**config.mk**
```make
export PLATFORM = sky130hd
export DESIGN_NAME = angle_wave_unit
export DESIGN_NICKNAME = d
export VERILOG_FILES = /design/src/hdl/angle_wave_pkg.sv /design/src/hdl/angle_wave_unit.sv
export SDC_FILE = /design/constraint.sdc
export NUM_CORES = 2
export LEC_CHECK = 0
export BUFFER_PORTS_ARGS = -buffer_cell sky130_fd_sc_hd__buf_2
export CAP_MARGIN = 20
export CELL_PAD_IN_SITES_DETAIL_PLACEMENT = 0
export CELL_PAD_IN_SITES_GLOBAL_PLACEMENT = 2
export CORE_ASPECT_RATIO = 0.9
export CORE_MARGIN = 2
export CORE_UTILIZATION = 40
export CTS_BUF_LIST = sky130_fd_sc_hd__clkbuf_4 sky130_fd_sc_hd__clkbuf_8 sky130_fd_sc_hd__clkbuf_16
export CTS_CLUSTER_SIZE = 24
export DETAILED_ROUTE_END_ITERATION = 16
export GPL_TIMING_DRIVEN = 0
export HOLD_SLACK_MARGIN = 0.15
export PLACE_DENSITY_LB_ADDON = 0.1
export SYNTH_ARGS = -nofsm -noshare
export SYNTH_HDL_FRONTEND = slang
export SYNTH_SLANG_ARGS = --single-unit
export TNS_END_PERCENT = 1
```
**constraint.sdc**
```tcl
create_clock -name core_clk -period 20.9 [get_ports core_clk]
set_input_delay 1.045 -clock core_clk [delete_from_list [all_inputs] [get_ports core_clk]]
set_output_delay 1.045 -clock core_clk [all_outputs]
set_load 0.05 [all_outputs]
```
**src/hdl/angle_wave_pkg.sv**
```systemverilog
// constants, register map and carrier types of the electrical angle / sine waveform unit
// assumes a 16-bit plain register port and one system clock
package angle_wave_pkg;

    // register offsets (word per address)
    localparam logic [12:0] CTRL_A_ADDR    = 13'h1fc0;
    localparam logic [12:0] CTRL_B_ADDR    = 13'h1fc1;
    localparam logic [12:0] PERIOD_ADDR    = 13'h1fc2;
    localparam logic [12:0] ANGLE_ADDR     = 13'h1fc4;
    localparam logic [12:0] SCALE_ADDR     = 13'h1fc5;
    localparam logic [12:0] PWM_PER_ADDR   = 13'h1fc6;
    localparam logic [12:0] CAPTURE_ADDR   = 13'h1fc7;
    localparam logic [12:0] SAMPLE_ADDR    = 13'h1fc8;
    localparam logic [12:0] CMP_U_ADDR     = 13'h1fc9;
    localparam logic [12:0] CMP_V_ADDR     = 13'h1fca;
    localparam logic [12:0] CMP_W_ADDR     = 13'h1fcb;

    // reset values
    localparam logic [7:0]  CTRL_A_RST     = 8'h00;
    localparam logic [15:0] PERIOD_RST     = 16'h0010;
    localparam logic [15:0] PWM_PER_RST    = 16'hffff;

    // control bit positions
    localparam int DIR_BIT     = 7;
    localparam int ORDER_BIT   = 6;
    localparam int CLK_SEL_HI  = 5;
    localparam int CLK_SEL_LO  = 4;
    localparam int MOD_BIT     = 3;
    localparam int XFER_BIT    = 2;
    localparam int CALC_EN_BIT = 1;
    localparam int TMR_EN_BIT  = 0;
    localparam int TRIG_BIT    = 3;
    localparam int BUSY_BIT    = 2;
    localparam int SYNC_BIT    = 1;
    localparam int IRQ_SEL_BIT = 0;

    // period field layout and angle limits
    localparam int          CORR_HI     = 15;
    localparam int          CORR_LO     = 12;
    localparam int          PER_HI      = 11;
    localparam logic [11:0] PERIOD_MIN  = 12'h010;
    localparam logic [8:0]  ANGLE_MAX   = 9'h17f;
    localparam logic [9:0]  ANGLE_STEPS = 10'd384;
    localparam logic [9:0]  PHASE_120   = 10'd128;
    localparam logic [9:0]  PHASE_240   = 10'd256;
    localparam logic [8:0]  HALF_TURN   = 9'd192;
    localparam logic [5:0]  PRESC_BASE  = 6'h08;

    typedef enum logic [1:0] {CALC_IDLE, CALC_U, CALC_V, CALC_W} calc_state_t;

    // register port request
    typedef struct packed {
        logic [12:0] addr;
        logic [15:0] wdata;
        logic        wr;
        logic        rd;
    } reg_req_t;

    // duty values handed to the pwm compare registers
    typedef struct packed {
        logic [15:0] u;
        logic [15:0] v;
        logic [15:0] w;
        logic        load;
    } duty_t;
endpackage

```
**src/hdl/angle_wave_unit.sv**
```systemverilog
// electrical angle timer, sine table and waveform arithmetic with a plain register port
// assumes synchronous register strobes, a position detect pulse and one 100 MHz clock
//
// Implementation choice: the address-and-strobe port.
`timescale 1ns/100ps

//Contract
//(RULE_01) sixteen-step group uses m+1 n times
//(RULE_02) step period below 010H acts as 010H
//(RULE_03) cycle lasts (m+n/16)*384 count clocks
//(RULE_04) angle readable, writes above 17FH ignored
//(RULE_05) scale times sample, limited by pwm period
//(RULE_06) position detect captures current angle
//(RULE_07) software loads table 000H..17FH, calc off
//(RULE_08) trigger bit one starts calc, zero nothing
//(RULE_09) busy bit shows calculation in progress
//(RULE_10) select angle-synced or software-only calc start
//(RULE_11) interrupt source: timer finish or calc end
//(RULE_12) no read-modify-write on second control register
//(RULE_13) direction bit: zero up, one down
//(RULE_14) phase order bit: plus or minus 120/240
//(RULE_15) clock select fc/8, /16, /32, /64
//(RULE_16) software changes clock only with timer off
//(RULE_17) modulation bit: two-phase or three-phase
//(RULE_18) transfer bit copies results to pwm compare
//(RULE_19) three-phase sign flips at 180 degrees
//(RULE_20) sample register written with plain writes only
//(RULE_21) soft start during calc restarts it
//(RULE_22) timer enable runs, disable stops and clears
//(RULE_23) three-phase: half period plus/minus half term
//(RULE_24) calc enable runs arithmetic, results readable
//(RULE_25) angle steps each period, wraps over 384
module angle_wave_unit
    import angle_wave_pkg::*;
#(
    parameter int SAMPLE_W = 8,
    parameter int SCALE_W  = 8
) (
    input  wire logic        core_clk,
    input  wire logic        arst_n,
    input  wire reg_req_t    req,
    input  wire logic        pos_detect,
    output logic [15:0]      rdata,
    output duty_t            duty,
    output logic             angle_irq
);

    typedef struct packed {
        logic [7:0]          ctrl_a;
        logic                synced;
        logic                irq_sel;
        logic [15:0]         period;
        logic [8:0]          angle;
        logic [SCALE_W-1:0]  scale;
        logic [15:0]         pwm_per;
        logic [8:0]          capture;
        logic [15:0]         cmp_u;
        logic [15:0]         cmp_v;
        logic [15:0]         cmp_w;
        duty_t               duty;
        logic                irq;
        logic [5:0]          presc;
        logic [12:0]         step_cnt;
        logic [3:0]          group;
        calc_state_t         st;
        logic [15:0]         rdata;
    } state_t;

    state_t state_ff;
    state_t nxt_state;

    logic [SAMPLE_W-1:0] sine_ram [384];

    logic [11:0]          m_eff;
    logic [12:0]          per_now;
    logic [5:0]           div_last;
    logic                 tick;
    logic                 step;
    logic [8:0]           next_ang;
    logic                 ang_wr_ok;
    logic                 tmr_stop;
    logic                 soft_go;
    logic                 sync_go;
    logic [9:0]           ph_off;
    logic [9:0]           idx_sum;
    logic [8:0]           idx;
    logic [SAMPLE_W-1:0]  samp;
    logic [15:0]          prod;
    logic [15:0]          limited;
    logic [15:0]          result;

    // period with floor, correction and count-clock prescale
    always_comb begin
        m_eff    = (state_ff.period[PER_HI:0] < PERIOD_MIN) ? PERIOD_MIN
                 : state_ff.period[PER_HI:0];                                 // RULE_02
        per_now  = (state_ff.group < state_ff.period[CORR_HI:CORR_LO])
                 ? {1'b0, m_eff} + 13'h0001 : {1'b0, m_eff};                  // RULE_01
        div_last = 6'(({1'b0, PRESC_BASE} << state_ff.ctrl_a[CLK_SEL_HI:CLK_SEL_LO])
                 - 7'h01);                                                    // RULE_15
        tick     = state_ff.ctrl_a[TMR_EN_BIT] && (state_ff.presc == div_last);
        // >= so a period shrunk mid-step cannot strand the counter
        step     = tick && (state_ff.step_cnt >= per_now - 13'h0001);         // RULE_03
    end

    // next angle in the selected direction, wrapping over 384 steps
    always_comb begin
        if (state_ff.ctrl_a[DIR_BIT]) begin                                   // RULE_13
            next_ang = (state_ff.angle == 9'h000) ? ANGLE_MAX
                     : state_ff.angle - 9'h001;
        end else begin
            next_ang = (state_ff.angle >= ANGLE_MAX) ? 9'h000
                     : state_ff.angle + 9'h001;                               // RULE_25
        end
    end

    // write qualifiers and calculation start causes
    always_comb begin
        ang_wr_ok = req.wr && (req.addr == ANGLE_ADDR)
                  && (req.wdata[15:0] <= {7'h00, ANGLE_MAX});                 // RULE_04
        soft_go   = req.wr && (req.addr == CTRL_B_ADDR) && req.wdata[TRIG_BIT]; // RULE_08
        tmr_stop  = req.wr && (req.addr == CTRL_A_ADDR) && !req.wdata[TMR_EN_BIT]
                  && state_ff.ctrl_a[TMR_EN_BIT];                             // RULE_22
        sync_go   = state_ff.synced && (step || ang_wr_ok);                   // RULE_10
    end

    // table index of the phase being worked on
    always_comb begin
        case (state_ff.st)
            CALC_V:  ph_off = state_ff.ctrl_a[ORDER_BIT] ? PHASE_240 : PHASE_120; // RULE_14
            CALC_W:  ph_off = state_ff.ctrl_a[ORDER_BIT] ? PHASE_120 : PHASE_240;
            default: ph_off = 10'd0;
        endcase
        idx_sum = {1'b0, state_ff.angle} + ph_off;
        idx     = (idx_sum >= ANGLE_STEPS) ? 9'(idx_sum - ANGLE_STEPS) : idx_sum[8:0];
        samp    = sine_ram[idx];
    end

    // scaled sample, limit and modulation
    always_comb begin
        prod    = 16'(samp * state_ff.scale);                                 // RULE_05
        limited = (prod > state_ff.pwm_per) ? state_ff.pwm_per : prod;
        if (!state_ff.ctrl_a[MOD_BIT]) begin                                  // RULE_17
            result = limited;
        end else if (idx < HALF_TURN) begin                                   // RULE_19
            result = (state_ff.pwm_per >> 1) + (limited >> 1);                // RULE_23
        end else begin
            result = (state_ff.pwm_per >> 1) - (limited >> 1);                // RULE_23
        end
    end

    // next state of the whole unit
    always_comb begin
        nxt_state           = state_ff;
        nxt_state.irq       = 1'b0;
        nxt_state.duty.load = 1'b0;
        nxt_state.rdata     = 16'h0000;
        // timer counting
        if (!state_ff.ctrl_a[TMR_EN_BIT]) begin                               // RULE_22
            nxt_state.presc    = 6'h00;
            nxt_state.step_cnt = 13'h0000;
            nxt_state.group    = 4'h0;
        end else begin
            nxt_state.presc = tick ? 6'h00 : state_ff.presc + 6'h01;
            if (tick) begin
                nxt_state.step_cnt = step ? 13'h0000 : state_ff.step_cnt + 13'h0001;
            end
            if (step) begin
                nxt_state.angle = next_ang;                                   // RULE_25
                nxt_state.group = state_ff.group + 4'h1;                      // RULE_01
                nxt_state.irq   = !state_ff.irq_sel;                          // RULE_11
            end
        end
        // disable clears the angle once; it then holds for table loading
        if (tmr_stop) begin
            nxt_state.angle = 9'h000;                                         // RULE_22
        end
        if (pos_detect) begin
            nxt_state.capture = state_ff.angle;                               // RULE_06
        end
        // waveform calculation sequence
        case (state_ff.st)
            CALC_U: begin
                nxt_state.cmp_u = result;
                nxt_state.st    = CALC_V;
            end
            CALC_V: begin
                nxt_state.cmp_v = result;
                nxt_state.st    = CALC_W;
            end
            CALC_W: begin
                nxt_state.cmp_w = result;
                nxt_state.st    = CALC_IDLE;
                nxt_state.irq   = nxt_state.irq | state_ff.irq_sel;           // RULE_11
                if (state_ff.ctrl_a[XFER_BIT]) begin                          // RULE_18
                    nxt_state.duty.u    = state_ff.cmp_u;
                    nxt_state.duty.v    = state_ff.cmp_v;
                    nxt_state.duty.w    = result;
                    nxt_state.duty.load = 1'b1;
                end
            end
            default: nxt_state.st = CALC_IDLE;
        endcase
        if (state_ff.ctrl_a[CALC_EN_BIT] && (soft_go || sync_go)) begin       // RULE_24
            nxt_state.st = CALC_U;                                            // RULE_21
        end
        if (!state_ff.ctrl_a[CALC_EN_BIT]) begin
            nxt_state.st = CALC_IDLE;
        end
        // register writes
        if (req.wr) begin
            if (req.addr == CTRL_A_ADDR) begin
                nxt_state.ctrl_a = req.wdata[7:0];
            end else if (req.addr == CTRL_B_ADDR) begin
                nxt_state.synced  = req.wdata[SYNC_BIT];
                nxt_state.irq_sel = req.wdata[IRQ_SEL_BIT];
            end else if (req.addr == PERIOD_ADDR) begin
                nxt_state.period = req.wdata;
            end else if (ang_wr_ok) begin
                nxt_state.angle = req.wdata[8:0];                             // RULE_04
            end else if (req.addr == SCALE_ADDR) begin
                nxt_state.scale = req.wdata[SCALE_W-1:0];
            end else if (req.addr == PWM_PER_ADDR) begin
                nxt_state.pwm_per = req.wdata;
            end
        end
        // register reads, data valid in the next cycle
        if (req.rd) begin
            if (req.addr == CTRL_A_ADDR) begin
                nxt_state.rdata = {8'h00, state_ff.ctrl_a};
            end else if (req.addr == CTRL_B_ADDR) begin
                nxt_state.rdata = {13'h0000, state_ff.st != CALC_IDLE,
                                   state_ff.synced, state_ff.irq_sel};        // RULE_09
            end else if (req.addr == PERIOD_ADDR) begin
                nxt_state.rdata = state_ff.period;
            end else if (req.addr == ANGLE_ADDR) begin
                nxt_state.rdata = {7'h00, state_ff.angle};                    // RULE_04
            end else if (req.addr == SCALE_ADDR) begin
                nxt_state.rdata = 16'(state_ff.scale);
            end else if (req.addr == PWM_PER_ADDR) begin
                nxt_state.rdata = state_ff.pwm_per;
            end else if (req.addr == CAPTURE_ADDR) begin
                nxt_state.rdata = {7'h00, state_ff.capture};
            end else if (req.addr == CMP_U_ADDR) begin
                nxt_state.rdata = state_ff.cmp_u;                             // RULE_24
            end else if (req.addr == CMP_V_ADDR) begin
                nxt_state.rdata = state_ff.cmp_v;
            end else if (req.addr == CMP_W_ADDR) begin
                nxt_state.rdata = state_ff.cmp_w;
            end
        end
    end

    // state register
    always_ff @(posedge core_clk or negedge arst_n) begin
        if (!arst_n) begin
            state_ff         <= '0;
            state_ff.ctrl_a  <= CTRL_A_RST;
            state_ff.period  <= PERIOD_RST;
            state_ff.pwm_per <= PWM_PER_RST;
            state_ff.st      <= CALC_IDLE;
        end else begin
            state_ff <= nxt_state;
        end
    end

    // sine table, written at the current angle
    always_ff @(posedge core_clk) begin
        if (req.wr && (req.addr == SAMPLE_ADDR)) begin
            sine_ram[state_ff.angle] <= req.wdata[SAMPLE_W-1:0];             // RULE_07
        end
    end

    assign rdata     = state_ff.rdata;
    assign duty      = state_ff.duty;
    assign angle_irq = state_ff.irq;
endmodule

```
Yosys cells after proc, flatten, opt, wreduce, memory -nomap -nowiden
Memory sizes are Yosys's and may differ from the RTL's.
Cells that the tools add are included.
W data, S select, Z words.
- bits in writable memories: 3072
- logic and storage cells: 140
- flip-flop bits (word level): 207
- input bits: 34
- output and inout port bits: 66
- ROM bits: 0
- memories: 1
- bits in latches: 0
- memory list (memory ; words ; width ; rd ports ; clocked after Yosys merged registers in ; write ports ; RTL line ; RTL):
    sine_ram ; 384 ; 8 ; 1 ; 0 ; 1 ; angle_wave_unit.sv:72 ; logic [SAMPLE_W-1:0] sine_ram [384];
- multipliers: 1
- $lt $le $gt $ge: 8
- reductions and logical operators: 24
- bitwise logic cells: 6
- add/sub/neg operators: 12
- shift operators: 1
- multiplexer cells: 49
- divide/modulo/power cells: 0
- equal/unequal tests: 17
- operators by type and width (cell ; number):
    $mux W16 ; 16
    $eq A13 B13 Y1 const B ; 11
    $mux W33 ; 4
    $mux W9 ; 10
    $mux W13 ; 3
    $mux W24 ; 1
    $mux W23 ; 1
    $pmux W9 S2 ; 1
    $add A15 B15 Y16 ; 1
    $gt A16 B16 Y1 ; 1
    $le A16 B9 Y1 const B ; 1
    $mul A8 B8 Y16 ; 1
    $sub A15 B15 Y16 ; 1
    $add A12 B1 Y13 const B ; 1
    $add A13 B1 Y13 const B ; 1
    $ge A13 B13 Y1 ; 1
    $sub A13 B1 Y13 const B ; 1
    $logic_and A1 B1 Y1 ; 12
    $lt A12 B5 Y1 const B ; 1
    $mux W12 ; 1
    $add A9 B9 Y10 ; 1
    $ge A10 B9 Y1 const B ; 1
    $add A9 B1 Y9 const B ; 1
    $ge A9 B9 Y1 const B ; 1
    other kinds (29) ; 44

Longest topological paths before layout
- depth in word-level cells: 15
- depth in mapped cells: 50
- gate-level depth less buffers: 47

Worst setup path before layout
OpenSTA, ideal clock, no wires.
- path type: reg-to-reg
- start: register state_ff[173] (netlist bit)
- end: register state_ff[121] (netlist bit)
- arrival time: 11.295 ns
- buffers on the path: 7
- slack: 9.481 ns
- stages on the path, launching flop included: 47
- cell sequence: dfrtp_1 -> buf_2 -> buf_2 -> buf_2 -> clkbuf_1 -> clkbuf_1 -> mux4_2 -> mux4_2 -> mux4_2 -> mux2i_1 -> nand2_1 -> and3_1 -> fa_1 -> inv_1 -> fa_1 -> inv_1 -> fa_1 -> inv_1 -> [... 11 more ...] -> a21bo_2 -> o211ai_1 -> a21boi_1 -> clkbuf_1 -> clkbuf_1 -> a31oi_1 -> nand2_1 -> xor2_1 -> ha_1 -> a21o_1 -> a21oi_1 -> o21bai_1 -> a21oi_1 -> o21bai_1 -> a31o_2 -> a31oi_1 -> mux2i_1 -> a211o_1
- cells in the longest elaborated chain, start to end: 10
- RTL lines (item ; RTL line ; RTL):
    from (decl) ; angle_wave_unit.sv:69 ; state_t state_ff;
    from (signal assigned) ; angle_wave_unit.sv:262 ; state_ff <= nxt_state;
    $add A9 B9 Y10 * ; angle_wave_unit.sv:133 ; idx_sum = {1'b0, state_ff.angle} + ph_off;
    $sub A9 B9 Y9 / $ge A10 B9 Y1 (equally long branches) ; angle_wave_unit.sv:134 ; idx = (idx_sum >= ANGLE_STEPS) ? 9'(idx_sum - ANGLE_STEPS) : idx_sum[8:0];
    $mux W9 * ; angle_wave_unit.sv:134 ;
    $mem_v2 Z384 W8 ; -- ;
    $mul A8 B8 Y16 ; angle_wave_unit.sv:140 ; prod = 16'(samp * state_ff.scale);
    $gt A16 B16 Y1 ; angle_wave_unit.sv:141 ; limited = (prod > state_ff.pwm_per) ? state_ff.pwm_per : prod;
    $mux W16 ; angle_wave_unit.sv:141 ;
    $sub A15 B15 Y16 / $add A15 B15 Y16 (equally long branches) ; angle_wave_unit.sv:147, angle_wave_unit.sv:145 ;
    $mux W16 ; angle_wave_unit.sv:144 ; end else if (idx < HALF_TURN) begin
    $mux W16 * ; angle_wave_unit.sv:142 ; if (!state_ff.ctrl_a[MOD_BIT]) begin
Mark *: on every way between the ends. The rest lies on a longest branch, timed or not.
A chain may end at the register's enable or synchronous reset.

Worst setup path after layout
Same ends and word-level chain as after synthesis.

==> metrics.txt <==
status completed; DR WL/cell 38.89 um; Cell Area, Synth 133200 um^2; maxcap violations 0; Leak Pwr 50.19 nW; total gr overflow 0; Worst-Margin Slew 1205 ps; post-synth top area share 69.25%; most instantiated cells after synthesis edfxtp_1 (3072), mux4_2 (965), nor2_1 (501); VDD IR max 0.06756 mV; worst stage delay on the critical path 940 ps; RSZ-0062 raised after global routing no; die area 337700 um^2; Starting Density 40.10%; initial antenna violation count 32; critical path class flop to flop; CP Data Required Time 21730 ps; area growth from synthesis to layout 15.52%; Max FO, Critical Path 10; Worst Setup SP state_ff[173]; worst r2r src state_ff[173]; Final Cycle Share 80.62%; Area contributors post-synth edfxtp_1 (69%), mux4_2 (16%), dfrtp_1 (3.6%), nor2_1 (1.4%), mux2_2 (1.0%); via count 71752; hold path start req[15]; TritonRoute pass-1 iters 6; CTS sink cnt 3279; Max Root-Sink Buffers 4; Pwr Density 89.07 nW/um^2; Post-synth EDFFs 3072; Avg Cell Area, Syn 20.58 um^2; final setup fails 0; number of global-route vias before repair 69939; Nets 7283; I/O Buffers 95; Reg clk slew, reported paths 60 ps; CTS tree done; clk root buf clkbuf_16; share of layout cells above drive strength 1 30.14%; Tmin final 16850 ps; crit path capture type flop; most common cell in the netlist edfxtp_1; Hold Crit Class primary input to flop; sequential-to-total area share from yosys stat 73.15%; Util after Layout 46.32%; total CTS buffers 354; Synth Register Bits 3279; max-slew violations 0; Reg2Reg Setup Slack 4050 ps; Setup WS post-layout 4051 ps; Final ANT Viol Nets 0; reg2reg end state_ff[121]; CP arrival 17680 ps; Max Clk Rate 59.35 MHz; Setup crit start kind flop; DRC viols 0; final hold violations 0; Synth area leader edfxtp_1; worst skew pair latency 940 ps; # H-tree levels 5; Filler cells 28118; Chip Height 551.5 um; boundary pin count 100; final WL 461800 um; Post-DP HPWL 316800 um; crit path capture state_ff[121]; Slew headroom 19.67%; syn nets 6644; post-synth cell types 79; Crit-path slowest cell buf_2; via density per instance 6.042; core area 332200 um^2; ys flop type edfxtp_1; R2R depth 46; Ys Warns 0; Setup TNS 0 ps; Post-Place Setup Slack 4279 ps; DIE WIDTH 612.3 um; largest net degree at the start of global routing 173; first-pass GRT wire length 620700 um; row count 201; Syn Inst Count 6472; Total Routing Usage GR 27.21%; Async SR Flop Fraction 6.313%; gpl congestion 0.8437; initial DRC count 10132; clock skew 40.14 ps
routing by layer:
| metal | up-vias | wire [um] | GRT usage, % |
|---|---|---|---|
| li1 | 27974 | - | - |
| met4 | 4 | 12860 | 6.909 |
| met2 | 3449 | 205300 | 40.78 |
| met3 | 589 | 39110 | 5.145 |
| met5 | - | 35 | 0 |
| met1 | 39736 | 204500 | 41.04 |
worst min-delay path by stage:
stage	end	slack (ps)	cells past startpoint
6_report	state_ff[194]	410	2
5_1_grt	state_ff[194]	400	2
4_1_cts	state_ff[194]	350	2
3_5_place_dp	state_ff[35]	460	1
3_3_place_gp	state_ff[35]	450	1
2_1_floorplan	state_ff[35]	430	1
cells in the final DEF (no fill, tap or decap), drive strengths merged, types with 103 or more instances in the layout:
cell type	instances
a21oi	103
buf	508
clkbuf	628
clkinv	154
dfrtp	190
edfxtp	3072
inv	107
mux2	120
mux4	965
nand2	142
nor2	501
state kept, by name, summed over array words and instances, names as in the netlist:
signal / cells
state_ff: 141
duty: 49
rdata: 16
angle_irq: 1
sine_ram: 3072
cells by family (layout without fill, tap and decap cells):
logic type | Yosys count | in the layout | synth area share [%]
multiplexers | 1145 | 1145 | 17.78
adder cells (fa/ha/maj) | 138 | 138 | 1.510
other | 0 | 10 | 0
flip-flops | 3279 | 3279 | 73.15
AO/OA/AOI/OAI | 375 | 375 | 1.958
buffers and inverters | 513 | 1440 | 1.925
XOR/XNOR | 74 | 74 | 0.4865
AND/OR/NAND/NOR | 948 | 948 | 3.187
through the flow:
step                power (mW)  cell area (um^2)  cells  hold slack, ps
floorplan                7.377            133200   6472           432.9
global placement         7.546            139300  11033           448.6
detailed placement       7.530            142100  11195           461.2
CTS                      13.78            153600  11840           349.5
global route             14.04            153900  11866           403.7
finish                   13.71            153900  11875           407.6
cell type report:
class | count | area [um^2] | share of cell area, %
antenna | 10 | 25.02 | 0.01626
inverter | 95 | 356.6 | 0.2317
sequential | 3279 | 97450 | 63.32
tap | 4466 | 5588 | 3.631
multi-input combinational | 2680 | 33270 | 21.62
clock inverter | 208 | 1931 | 1.254
buffer | 418 | 2291 | 1.489
timing repair buffer | 283 | 3373 | 2.192
clock buffer | 436 | 9615 | 6.248
what timing repair did:
action | in CTS | in global routing
resized for setup | 0 | 0
setup buffers | 0 | 0
endpoints found under the hold margin | 15 | 0
hold buffers | 1 | 0
power breakdown:
group          internal [mW]  switching [mW]  total [mW]
registers               7.18        0.000412        7.18
logic                 0.0480           0.164       0.212
clock network           3.65            2.67        6.32
total                   10.9            2.83        13.7
worst max-delay path, delay by kind of cell (launching register included):
kind            cells  cell delay (ps)
xor+xnor            2              370
compound gates     16             4490
mux                 5             2130
fa+ha+maj           7             3040
flops               1              400
buf+inv            11             4900
simple gates        5             1300
No activity file was read; power rests on OpenSTA's default activity.
